[config.mk]
export PLATFORM = sky130hd
export DESIGN_NAME = nibble_alu
export DESIGN_NICKNAME = d
export VERILOG_FILES = /design/src/bcd_correct.v /design/src/nibble_alu.v
export VERILOG_INCLUDE_DIRS = /design/src /design/src/src
export SDC_FILE = /design/constraint.sdc
export NUM_CORES = 1
export LEC_CHECK = 0
export ABC_AREA = 1
export BUFFER_PORTS_ARGS = -buffer_cell sky130_fd_sc_hd__buf_2
export CAP_MARGIN = 30
export CORE_ASPECT_RATIO = 0.75
export CORE_MARGIN = 1.5
export CORE_UTILIZATION = 45
export DETAILED_ROUTE_END_ITERATION = 12
export PLACE_DENSITY = 0.68
export SYNTH_ARGS = -nofsm -noshare
export SYNTH_HDL_FRONTEND = slang
export SYNTH_SLANG_ARGS = --single-unit
[constraint.sdc]
create_clock -name mclk -period 5.4 [get_ports mclk]
set_clock_uncertainty 0.15 [all_clocks]
set_input_delay 0.54 -clock mclk [delete_from_list [all_inputs] [get_ports mclk]]
set_output_delay 0.54 -clock mclk [all_outputs]
set_load 0.01 [all_outputs]
[src/nibble_alu_defines.vh]
`ifndef NIBBLE_ALU_DEFINES_VH
`define NIBBLE_ALU_DEFINES_VH
// Operation codes
`define OP_ADD      4'h0
`define OP_ADDC     4'h1
`define OP_SUB      4'h2
`define OP_SUBC     4'h3
`define OP_OR       4'h4
`define OP_AND      4'h5
`define OP_XOR      4'h6
`define OP_BTST1    4'h7
`define OP_BTST0    4'h8
`define OP_SKE      4'h9
`define OP_SKNE     4'hA
`define OP_SKGE     4'hB
`define OP_SKLT     4'hC
`define OP_ROTATE_RIGHT_THROUGH_CARRY     4'hD
// Operand source selects
`define SRC_A_GREG  1'b0
`define SRC_A_MEM   1'b1
`define SRC_B_MEM   1'b0
`define SRC_B_IMM   1'b1
// Destination selects
`define DST_GREG    1'b0
`define DST_MEM     1'b1
// Reset values and decimal ten
`define RST_NIB     4'h0
`define RST_ADDR    7'h00
`define DEC_TEN     5'h0A
`endif
[src/bcd_correct.v]
`timescale 1ns/100ps
// ************************************************************
// Decimal correction stage
// ************************************************************
module bcd_correct (
  input  wire       is_sub,    // 1 for subtraction
  input  wire       raw_cy,    // Binary carry or borrow
  input  wire [3:0] raw_nib,   // Binary result nibble
  output reg  [3:0] cor_nib,   // Corrected nibble
  output reg        cor_cy     // Corrected carry
);
  always @* begin
    cor_nib = raw_nib;
    cor_cy  = raw_cy;
    if (!is_sub) begin
      if (!raw_cy && raw_nib <= 4'h9) begin
        cor_nib = raw_nib;
        cor_cy  = 1'b0;
      end else if (!raw_cy || raw_nib <= 4'h3) begin
        cor_nib = raw_nib + 4'h6;
        cor_cy  = 1'b1;
      end else begin
        cor_cy = 1'b1;
        case (raw_nib)
          4'hC:    cor_nib = 4'hA;
          4'hD:    cor_nib = 4'hB;
          default: cor_nib = {2'b11, ~raw_nib[1], raw_nib[0]};
        endcase
      end
    end else begin
      if (!raw_cy && raw_nib <= 4'h9) begin
        cor_nib = raw_nib;
        cor_cy  = 1'b0;
      end else if (raw_cy && raw_nib >= 4'h6) begin
        cor_nib = raw_nib - 4'h6;
        cor_cy  = 1'b1;
      end else begin
        cor_cy  = 1'b1;
        cor_nib = {2'b11, ~raw_nib[1], raw_nib[0]};
      end
    end
  end
endmodule // bcd_correct

[src/nibble_alu.v]
`timescale 1ns/100ps
`include "nibble_alu_defines.vh"
// ************************************************************
// Nibble ALU datapath
// ************************************************************
module nibble_alu #(
  parameter AW = 7                           // Data memory address width
) (
  input  wire          mclk,                 // Core clock
  input  wire          rst,                  // Async reset, active high
  input  wire          start,                // One-cycle instruction start
  input  wire [3:0]    op,                   // Operation code
  input  wire          src_a,                // First operand source
  input  wire          src_b,                // Second operand source
  input  wire [AW-1:0] addr_a,               // First operand address
  input  wire [AW-1:0] addr_b,               // Second operand memory address
  input  wire [3:0]    greg_rdata,           // General register read data
  input  wire [3:0]    mem_rdata_a,          // Memory read data, first operand
  input  wire [3:0]    mem_rdata_b,          // Memory read data, second operand
  input  wire [3:0]    imm,                  // Immediate data or bit mask
  input  wire [AW-1:0] index_reg,            // Index register value
  input  wire          psw_wr,               // Direct flag write strobe
  input  wire [3:0]    psw_wdata,            // {cmp, cy, z, bcd}
  output wire [AW-1:0] eff_addr_a,           // First operand address; equals addr_a as index enable is never set
  output wire [AW-1:0] eff_addr_b,           // Second operand address; equals addr_b as index enable is never set
  output reg  [3:0]    wr_data,              // Write-back data
  output reg  [AW-1:0] wr_addr,              // Write-back address
  output reg           wr_greg,              // Write general register pulse
  output reg           wr_mem,               // Write data memory pulse
  output reg           skip_next,            // Skip next instruction pulse
  output reg           done,                 // Instruction end pulse
  output wire          busy,                 // Instruction in progress
  output wire [3:0]    program_status_word   // {cmp, cy, z, bcd}
);
  // ************************************************************
  // State machine and latches
  // ************************************************************
  localparam [2:0] ST_IDLE  = 3'b001;
  localparam [2:0] ST_LATCH = 3'b010;
  localparam [2:0] ST_EXEC  = 3'b100;

  reg [2:0]    state_q;
  reg [3:0]    op_a_q;
  reg [3:0]    op_b_q;
  reg [3:0]    op_q;
  reg          dst_q;
  reg [AW-1:0] addr_q;
  reg          compare_only_flag;
  reg          carry_flag;
  reg          zero_flag;
  reg          decimal_flag;
  reg          index_enable_flag;

  assign busy = ~state_q[0];
  assign program_status_word = {compare_only_flag, carry_flag, zero_flag, decimal_flag};

  function is_arith;
    input [3:0] o;
    begin
      is_arith = (o == `OP_ADD) || (o == `OP_ADDC) || (o == `OP_SUB) || (o == `OP_SUBC);
    end
  endfunction

  function is_judge;
    input [3:0] o;
    begin
      is_judge = (o == `OP_BTST1) || (o == `OP_BTST0) || (o == `OP_SKE) ||
                 (o == `OP_SKNE) || (o == `OP_SKGE) || (o == `OP_SKLT);
    end
  endfunction

  // Operand address mux; index enable is never set, so index_reg is not added
  assign eff_addr_a = index_enable_flag ? addr_a + index_reg : addr_a;
  assign eff_addr_b = index_enable_flag ? addr_b + index_reg : addr_b;

  // ************************************************************
  // Arithmetic core
  // ************************************************************
  wire       sub_op  = (op_q == `OP_SUB) || (op_q == `OP_SUBC) ||
                       (op_q == `OP_SKGE) || (op_q == `OP_SKLT);
  wire       cy_in   = ((op_q == `OP_ADDC) || (op_q == `OP_SUBC)) ? carry_flag : 1'b0;
  wire [4:0] sum5    = {1'b0, op_a_q} + {1'b0, op_b_q} + {4'h0, cy_in};
  wire [4:0] dif5    = {1'b0, op_a_q} - {1'b0, op_b_q} - {4'h0, cy_in};
  wire [4:0] raw5    = sub_op ? dif5 : sum5;
  wire [3:0] cor_nib;
  wire       cor_cy;

  bcd_correct u_bcd (
    .is_sub  (sub_op),
    .raw_cy  (raw5[4]),
    .raw_nib (raw5[3:0]),
    .cor_nib (cor_nib),
    .cor_cy  (cor_cy)
  );

  wire [3:0] ar_nib = decimal_flag ? cor_nib : raw5[3:0];
  wire       ar_cy  = decimal_flag ? cor_cy : raw5[4];

  // ************************************************************
  // Result and skip decision
  // ************************************************************
  reg [3:0] res;
  reg       skip_d;
  always @* begin
    res    = 4'h0;
    skip_d = 1'b0;
    case (op_q)
      `OP_ADD, `OP_ADDC, `OP_SUB, `OP_SUBC: res = ar_nib;
      `OP_OR:    res = op_a_q | op_b_q;
      `OP_AND:   res = op_a_q & op_b_q;
      `OP_XOR:   res = op_a_q ^ op_b_q;
      `OP_ROTATE_RIGHT_THROUGH_CARRY:  res = {carry_flag, op_a_q[3:1]};
      `OP_BTST1: skip_d = ((op_a_q & op_b_q) == op_b_q);
      `OP_BTST0: skip_d = ((op_a_q & op_b_q) == 4'h0);
      `OP_SKE:   skip_d = (op_a_q == op_b_q);
      `OP_SKNE:  skip_d = (op_a_q != op_b_q);
      `OP_SKGE:  skip_d = ~dif5[4];
      `OP_SKLT:  skip_d = dif5[4];
      default:   res = 4'h0;
    endcase
  end

  // ************************************************************
  // Sequencer
  // ************************************************************
  always @(posedge mclk or posedge rst) begin
    if (rst) begin
      state_q           <= ST_IDLE;
      op_a_q            <= `RST_NIB;
      op_b_q            <= `RST_NIB;
      op_q              <= `RST_NIB;
      dst_q             <= `DST_GREG;
      addr_q            <= {AW{1'b0}};
      compare_only_flag <= 1'b0;
      carry_flag        <= 1'b0;
      zero_flag         <= 1'b0;
      decimal_flag      <= 1'b0;
      wr_data           <= `RST_NIB;
      wr_addr           <= {AW{1'b0}};
      wr_greg           <= 1'b0;
      wr_mem            <= 1'b0;
      skip_next         <= 1'b0;
      done              <= 1'b0;
    end else begin
      wr_greg   <= 1'b0;
      wr_mem    <= 1'b0;
      skip_next <= 1'b0;
      done      <= 1'b0;
      case (state_q)
        ST_IDLE: begin
          if (psw_wr) begin
            {compare_only_flag, carry_flag, zero_flag, decimal_flag} <= psw_wdata;
          end
          if (start) begin
            op_q   <= op;
            addr_q <= eff_addr_a;
            dst_q  <= (op == `OP_ROTATE_RIGHT_THROUGH_CARRY) ? `DST_GREG : src_a;
            state_q <= ST_LATCH;
          end
        end
        ST_LATCH: begin
          op_a_q <= (op_q == `OP_ROTATE_RIGHT_THROUGH_CARRY || dst_q == `SRC_A_GREG) ?
                    greg_rdata : mem_rdata_a;
          op_b_q <= (src_b == `SRC_B_IMM) ? imm : mem_rdata_b;
          state_q <= ST_EXEC;
        end
        ST_EXEC: begin
          state_q <= ST_IDLE;
          done    <= 1'b1;
          if (is_arith(op_q)) begin
            carry_flag <= ar_cy;
            if (ar_nib != 4'h0) begin
              zero_flag <= 1'b0;
            end else if (!compare_only_flag) begin
              zero_flag <= 1'b1;
            end
          end else if (op_q == `OP_ROTATE_RIGHT_THROUGH_CARRY) begin
            carry_flag <= op_a_q[0];
          end
          if ((op_q == `OP_BTST1) || (op_q == `OP_BTST0)) begin
            compare_only_flag <= 1'b0;
          end
          if (is_judge(op_q)) begin
            skip_next <= skip_d;
          end else if (!(is_arith(op_q) && compare_only_flag)) begin
            wr_data <= res;
            wr_addr <= addr_q;
            wr_greg <= (dst_q == `DST_GREG);
            wr_mem  <= (dst_q == `DST_MEM);
          end
        end
        default: state_q <= ST_IDLE;
      endcase
    end
  end

  // Index enable is cleared by reset and never set; a status port write leaves it unchanged
  always @(posedge mclk or posedge rst) begin
    if (rst) begin
      index_enable_flag <= 1'b0;
    end else if (psw_wr && state_q[0]) begin
      index_enable_flag <= index_enable_flag;
    end
  end
endmodule // nibble_alu

# [Word-level counts from Yosys, hierarchy flattened]
# Cells that the tools add are included.
# Widths: inputs -> output; s select.
[classes] n_addsub=6 n_lt_le_gt_ge=3 n_eq_ne=28 mux=39 bitwise_logic=9 reduce_logical=29
[ops] operator="$eq 4x4->1 const B" n=9
[ops] operator="$mux 4" n=8
[ops] operator="$mux 1" n=22
[ops] operator="$pmux 4 s5" n=1
[ops] operator="$eq 4x3->1 const B" n=4
[ops] operator="$logic_or 1x1->1" n=14
[ops] operator="$pmux 3 s2" n=2
[ops] operator="$reduce_and 3->1" n=3
[ops] operator="$eq 4x2->1 const B" n=2
[ops] operator="$eq 4x4->1" n=2
[ops] operator="$logic_not 4->1" n=2
[ops] operator="$ne 2x2->1 const B" n=4
[ops] operator="$ne 3x3->1 const B" n=2
[ops] operator="$not 1->1" n=6
[ops] operator="$pmux 1 s2" n=3
[ops] operator="$pmux 1 s6" n=1
[ops] operator="$add 4x4->5" n=1
[ops] operator="$add 5x1->5" n=1
[ops] operator="$mux 5" n=1
[ops] operator="$sub 4x4->5" n=1
[ops] operator="$sub 5x1->5" n=1
[ops] operator="$add 4x3->4 const B" n=1
[ops] operator="$and 4x4->4" n=1
[ops] operator="$eq 4x1->1 const B" n=1
[ops] operator="18 further kinds" n=21
[word_totals] register_bits=42 in_bits=51 out_inout_bits=34

# [Depth between registers and ports, before layout]
[depth] ltp_word=15 depth_mapped=24

# [Modules after synthesis]
# Synthesis repeated with hierarchy kept, for this count alone.
[unflattened] hier_cells=407 area_unflattened_um2=3005.4
[by_module_without_submodules] mod="nibble_alu" instances=1 cells_each=369 area_each_um2=2791.4
[by_module_without_submodules] mod="bcd_correct" instances=1 cells_each=38 area_each_um2=214.0

# [Least setup slack after synthesis]
# Ideal clock, no wire load.
[synth_path] path_kind="register -> register" start="reg op_q[3]" end="reg zero_flag" setup_ns=0.116 t_arrival_ns=3.103 t_required_ns=5.134 setup_slack_ns=2.030 path_stages_with_launch=23 n_path_buf=0 period_less_slack_ns=3.370 path_cell_list="dfrtp_1 -> nor2_4 -> inv_1 -> nor3_1 -> inv_1 -> fa_1 -> fa_1 -> or2_1 -> nand2_1 -> inv_1 -> nand2_2 -> nand2_4 -> ha_1 -> inv_1 -> nand2_1 -> nand2_1 -> nand3_1 -> nand3_2 -> nand2_2 -> nor2_4 -> nand3_2 -> nand3_1 -> nand2_1"
[synth_between] elab_chain_len=15 word_cells_on_any_way=43 classes_between="4 x add/sub; 3 x order compare; 9 x eq/ne; 12 x mux; 1 x bitwise; 14 x reduce/logical"
[synth_rtl] element="start: declaration" line="nibble_alu.v:45" text="reg [3:0] op_q;"
[synth_rtl] element="start signal: assignment" line="nibble_alu.v:131" text="op_q <= `RST_NIB;"
[synth_rtl] element="start signal: assignment" line="nibble_alu.v:155" text="op_q <= op;"
[synth_rtl] element="$eq 4x1->1 or $eq 4x2->1 (tied branches)"
[synth_rtl] element="$logic_or 1x1->1 (on tied branches)" line="nibble_alu.v:81, nibble_alu.v:79"
[synth_rtl] element="$mux 1 or $logic_or 1x1->1 (tied branches)" line="nibble_alu.v:81, nibble_alu.v:79"
[synth_rtl] element="$add 5x1->5 (tied with other cells)" line="nibble_alu.v:82" text="wire [4:0] sum5 = {1'b0, op_a_q} + {1'b0, op_b_q} + {4'h0, cy_in};"
[synth_rtl] element="$mux 5" line="nibble_alu.v:84" text="wire [4:0] raw5 = sub_op ? dif5 : sum5;"
[synth_rtl] element="$le 4x2->1 (tied with other cells)" line="bcd_correct.v:19" text="end else if (!raw_cy || raw_nib <= 4'h3) begin"
[synth_rtl] element="$logic_or 1x1->1 (tied with other cells)" line="bcd_correct.v:19"
[synth_rtl] element="$mux 4 (on tied branches)" line="bcd_correct.v:19, bcd_correct.v:34"
[synth_rtl] element="$mux 4 (on tied branches)" line="bcd_correct.v:16, bcd_correct.v:31"
[synth_rtl] element="$mux 4" line="bcd_correct.v:15" text="if (!is_sub) begin"
[synth_rtl] element="$mux 4" line="nibble_alu.v:96" text="wire [3:0] ar_nib = decimal_flag ? cor_nib : raw5[3:0];"
[synth_rtl] element="$reduce_bool 4->1" line="nibble_alu.v:172" text="if (ar_nib != 4'h0) begin"
[synth_rtl] element="$mux 1" line="nibble_alu.v:172"
[synth_rtl] element="$mux 1" line="nibble_alu.v:170" text="if (is_arith(op_q)) begin"
[synth_rtl] element="$pmux 1 s2" line="nibble_alu.v:149" text="case (state_q)"
[synth_rtl] element="end signal: assignment" line="nibble_alu.v:152" text="{compare_only_flag, carry_flag, zero_flag, decimal_flag} <= psw_wdata;"
[synth_rtl] element="end: declaration" line="nibble_alu.v:50" text="reg zero_flag;"
# Parallel ways exist; a longest one is shown, timed or not. The select of a mux whose other input is x is not followed.
# A chain may end at the register's enable or synchronous reset.

# [Final worst setup path]
# Ends and elaborated chain as after synthesis.

==> flow_metrics.py <==
metrics = {
    "timing": {
        "hold_slack_ps": 201,
        "finalSetupTns_ps": 0,
        "rsz0062_at_grt": "false",
        "drv_slew": 0,
        "fin_crit_ps": 3850,
        "max_freq_mhz": 260,
        "fin_crit_sh_pct": 71.3,
        "setup_viol": 0,
        "tightestPinTransition_ps": 893,
        "finalHoldViolations": 0,
        "worst_slack_ps": 1550,
        "max_slew_margin_pct": 40.3,
    },
    "logic_synthesis": {
        "ys_seq_area_share_pct": 34.3,
        "synth.yosys.warnings": 0,
        "ys_ff_latch": 42,
        "synth_top_area_cell": "dfrtp_1",
        "syn_inst": 414,
        "ys_types": 36,
        "syn_area_mm2": 0.00306,
        "synth_top_area_share_pct": 33.5,
        "synth.net_count": 483,
        "synth.avg_cell_area_um2": 7.40,
        "synth_area_leaders": "dfrtp_1 33%, nand2_1 15%, inv_1 6.7%",
    },
    "clocking": {
        "cts_resized": 0,
        "holdBufCountCts": 0,
        "clockBufferDepth": 2,
        "clock_sinks": 42,
        "cts_buffers": 5,
        "tritoncts": "done",
        "worstSkewPairLatency_ps": 290,
        "path_clk_slew_ps": 80,
        "h-tree-depth": 2,
        "cts_post_setup_buffers_inserted": 0,
        "cts_root_buffer": "clkbuf_8",
    },
    "setup_path": {
        "crit_family": "simple AND/OR/NAND/NOR gates",
        "critPathKind": "flop to flop",
        "cp.arrival_ps": 3890,
        "end_kind": "flop",
        "cp.required_ps": 5440,
        "crit_path_max_incr_delay_ps": 450,
        "worstPathCellList": "nor2_4 -> inv_1 -> nor3_1 -> inv_1 -> fa_1 -> fa_1 -> or2_1 -> nand2_1 -> inv_1 -> nand2_2 -> nand2_4 -> ha_1 -> inv_1 -> nand2_1 -> nand2_1 -> nand3_1 -> nand3_2 -> nand2_2 -> nor2_4 -> nand3_2 -> nand3_1 -> nand2_1",
        "cp_slowest_cell": "dfrtp_1",
        "crit_buf_inv": 4,
        "crit_path_start_kind": "flop",
        "cp_max_fo": 7,
    },
    "floorplan": {
        "initial_utilization_pct": 47.6,
        "rows": 25,
        "die_x_um": 98.3,
        "die_h_um": 74.5,
        "die_area_mm2": 0.00732,
        "ios": 85,
        "core_area_mm2": 0.00644,
    },
    "finish": {
        "mostFrequentLayoutCell": "nand2_1",
        "fin_cells": 544,
        "antenna_cells": 0,
        "fin_nets": 531,
        "final_cell_mix": "122 x nand2_1, 63 x buf_2, 55 x inv_1, 41 x dfrtp_1, 28 x o21ai_0",
        "fin_util_pct": 53.2,
        "area_delta_synth_final_pct": 11.9,
        "final_layout_size_suffix_gt1_share_pct": 22.9,
    },
    "global_route": {
        "grt-ovfl-total": 0,
        "grt_pass1_wl_um": 11300,
        "grt_pass1_vias": 2412,
        "grt_max_degree": 43,
        "track_usage_pct": 19.5,
        "antenna_found_initial": 0,
    },
    "detailed_routing": {
        "firstDrtPassIters": 5,
        "routed_wirelength_um": 6990,
        "vias": 2701,
        "drcViolationCount": 0,
        "avgRoutedWirePerCell_um": 12.8,
        "ant_nets": 0,
        "drtIter0Drc": 194,
        "vias_per_cell": 4.97,
    },
    "power_and_ir_drop": {
        "p_per_area_mw_per_mm2": 749,
        "ir_drop_v": 0.000353,
        "leakage_uw": 0.00193,
    },
    "place": {
        "gp_congestion": 0.908,
        "hpwl_um": 5650,
        "dpl.cell_count": 536,
        "port_buffers": 63,
        "pre_cts_ws_ps": 1580,
    },
    "job": {
        "cap_violations": 0,
    },
    "outcome": {
        "status": "finished, final reports clean",
    },
    "hold_path": {
        "hold_path.class": "input port to asynchronous set/reset pin",
    },
}
==> final cells by class <==
type / count / area, um^2
repair buffers: 64 / 323
inverters: 63 / 236
well taps: 81 / 101
clock inverters: 2 / 12.5
clock buffers: 6 / 82.6
fillers: 628 / 3020
flip-flops and latches: 42 / 1050
multi-input cells: 286 / 1620
==> power breakdown <==
| group | switching [uW] | internal (uW) | leakage (uW) |
|---|---|---|---|
| clock | 108 | 103 | 0.0000472 |
| combinational | 1170 | 621 | 0.00135 |
| sequential | 119 | 444 | 0.000534 |
| total | 1400 | 1170 | 0.00193 |
==> Yosys cell counts <==
cell type    n
inv_1       55
nand3_1     22
nand2_4     12
nor3_1       4
nand4_1      5
o22ai_1      6
buf_1        1
nand3_2      4
a221oi_1     5
o2111ai_1    1
nand2_2      6
or2_1        1
nor2_1      24
nor4_1       1
inv_2        4
clkbuf_1     3
o21ai_0     28
buf_4       18
dfstp_2      1
ha_1        14
a211oi_1     1
a31oi_1      1
nor2_4       4
o211ai_1     5
dfrtp_1     41
nand2_1    122
nand3_4      1
buf_2        1
xor2_1       1
a21oi_1     10
o21ai_1      1
o21ai_2      1
fa_1         4
clkinv_1     4
nor2_2       1
a22oi_1      1
==> worst reg2reg max path, delay by kind of cell, from the launching register on <==
| kind | cells | cell delay, ps |
|---|---|---|
| AND/OR/NAND/NOR | 15 | 1740 |
| adder cells (fa/ha/maj) | 3 | 1060 |
| flip-flops | 1 | 450 |
| buffers and inverters | 4 | 330 |
==> path summary, 6_finish.rpt <==
check                      startpoint         end  slack (ps)  depth (start not counted)
min                               rst   addr_q[6]         200                          3
min reg2reg                     dst_q     wr_greg         280                          1
min in group mclk               dst_q     wr_greg         280                          1
max in group asynchronous         rst  state_q[0]        4530                          3
max                           op_q[3]   zero_flag        1550                         22
max reg2reg                   op_q[3]   zero_flag        1550                         22
==> registers in the layout, summed over array words and instances, names as in the netlist, 3 cells and up <==
name     cells
wr_addr      7
op_b_q       4
op_a_q       4
addr_q       7
wr_data      4
op_q         4
state_q      3
==> cells by family (layout without fill, tap and decap cells) <==
logic type	Yosys count	in the layout	synth area share, %
and+or+nand+nor	207	207	32.7
buffers and inverters	86	135	12.8
AOI/OAI and AO/OA	60	60	11.5
DFF	42	42	34.3
adders and majority gates	18	18	8.33
xor gates and xnor gates	1	1	0.286
==> layer usage <==
layer / track usage (%) / wire length (um) / vias up
met1: 29.4 / 3630 / 1218
li1: - / - / 1401
met2: 29.8 / 2930 / 78
met5: 0 / 0 / -
met4: 3.13 / 34 / 0
met3: 3.85 / 397 / 4
==> stage by stage <==
step,total power [uW],cell area (um^2)
global placement,2320,3330
detailed placement,2350,3330
floorplan,1980,3060
finish,2570,3430
CTS,2570,3430
global route,2850,3430
(Power assumes the default switching activity.)
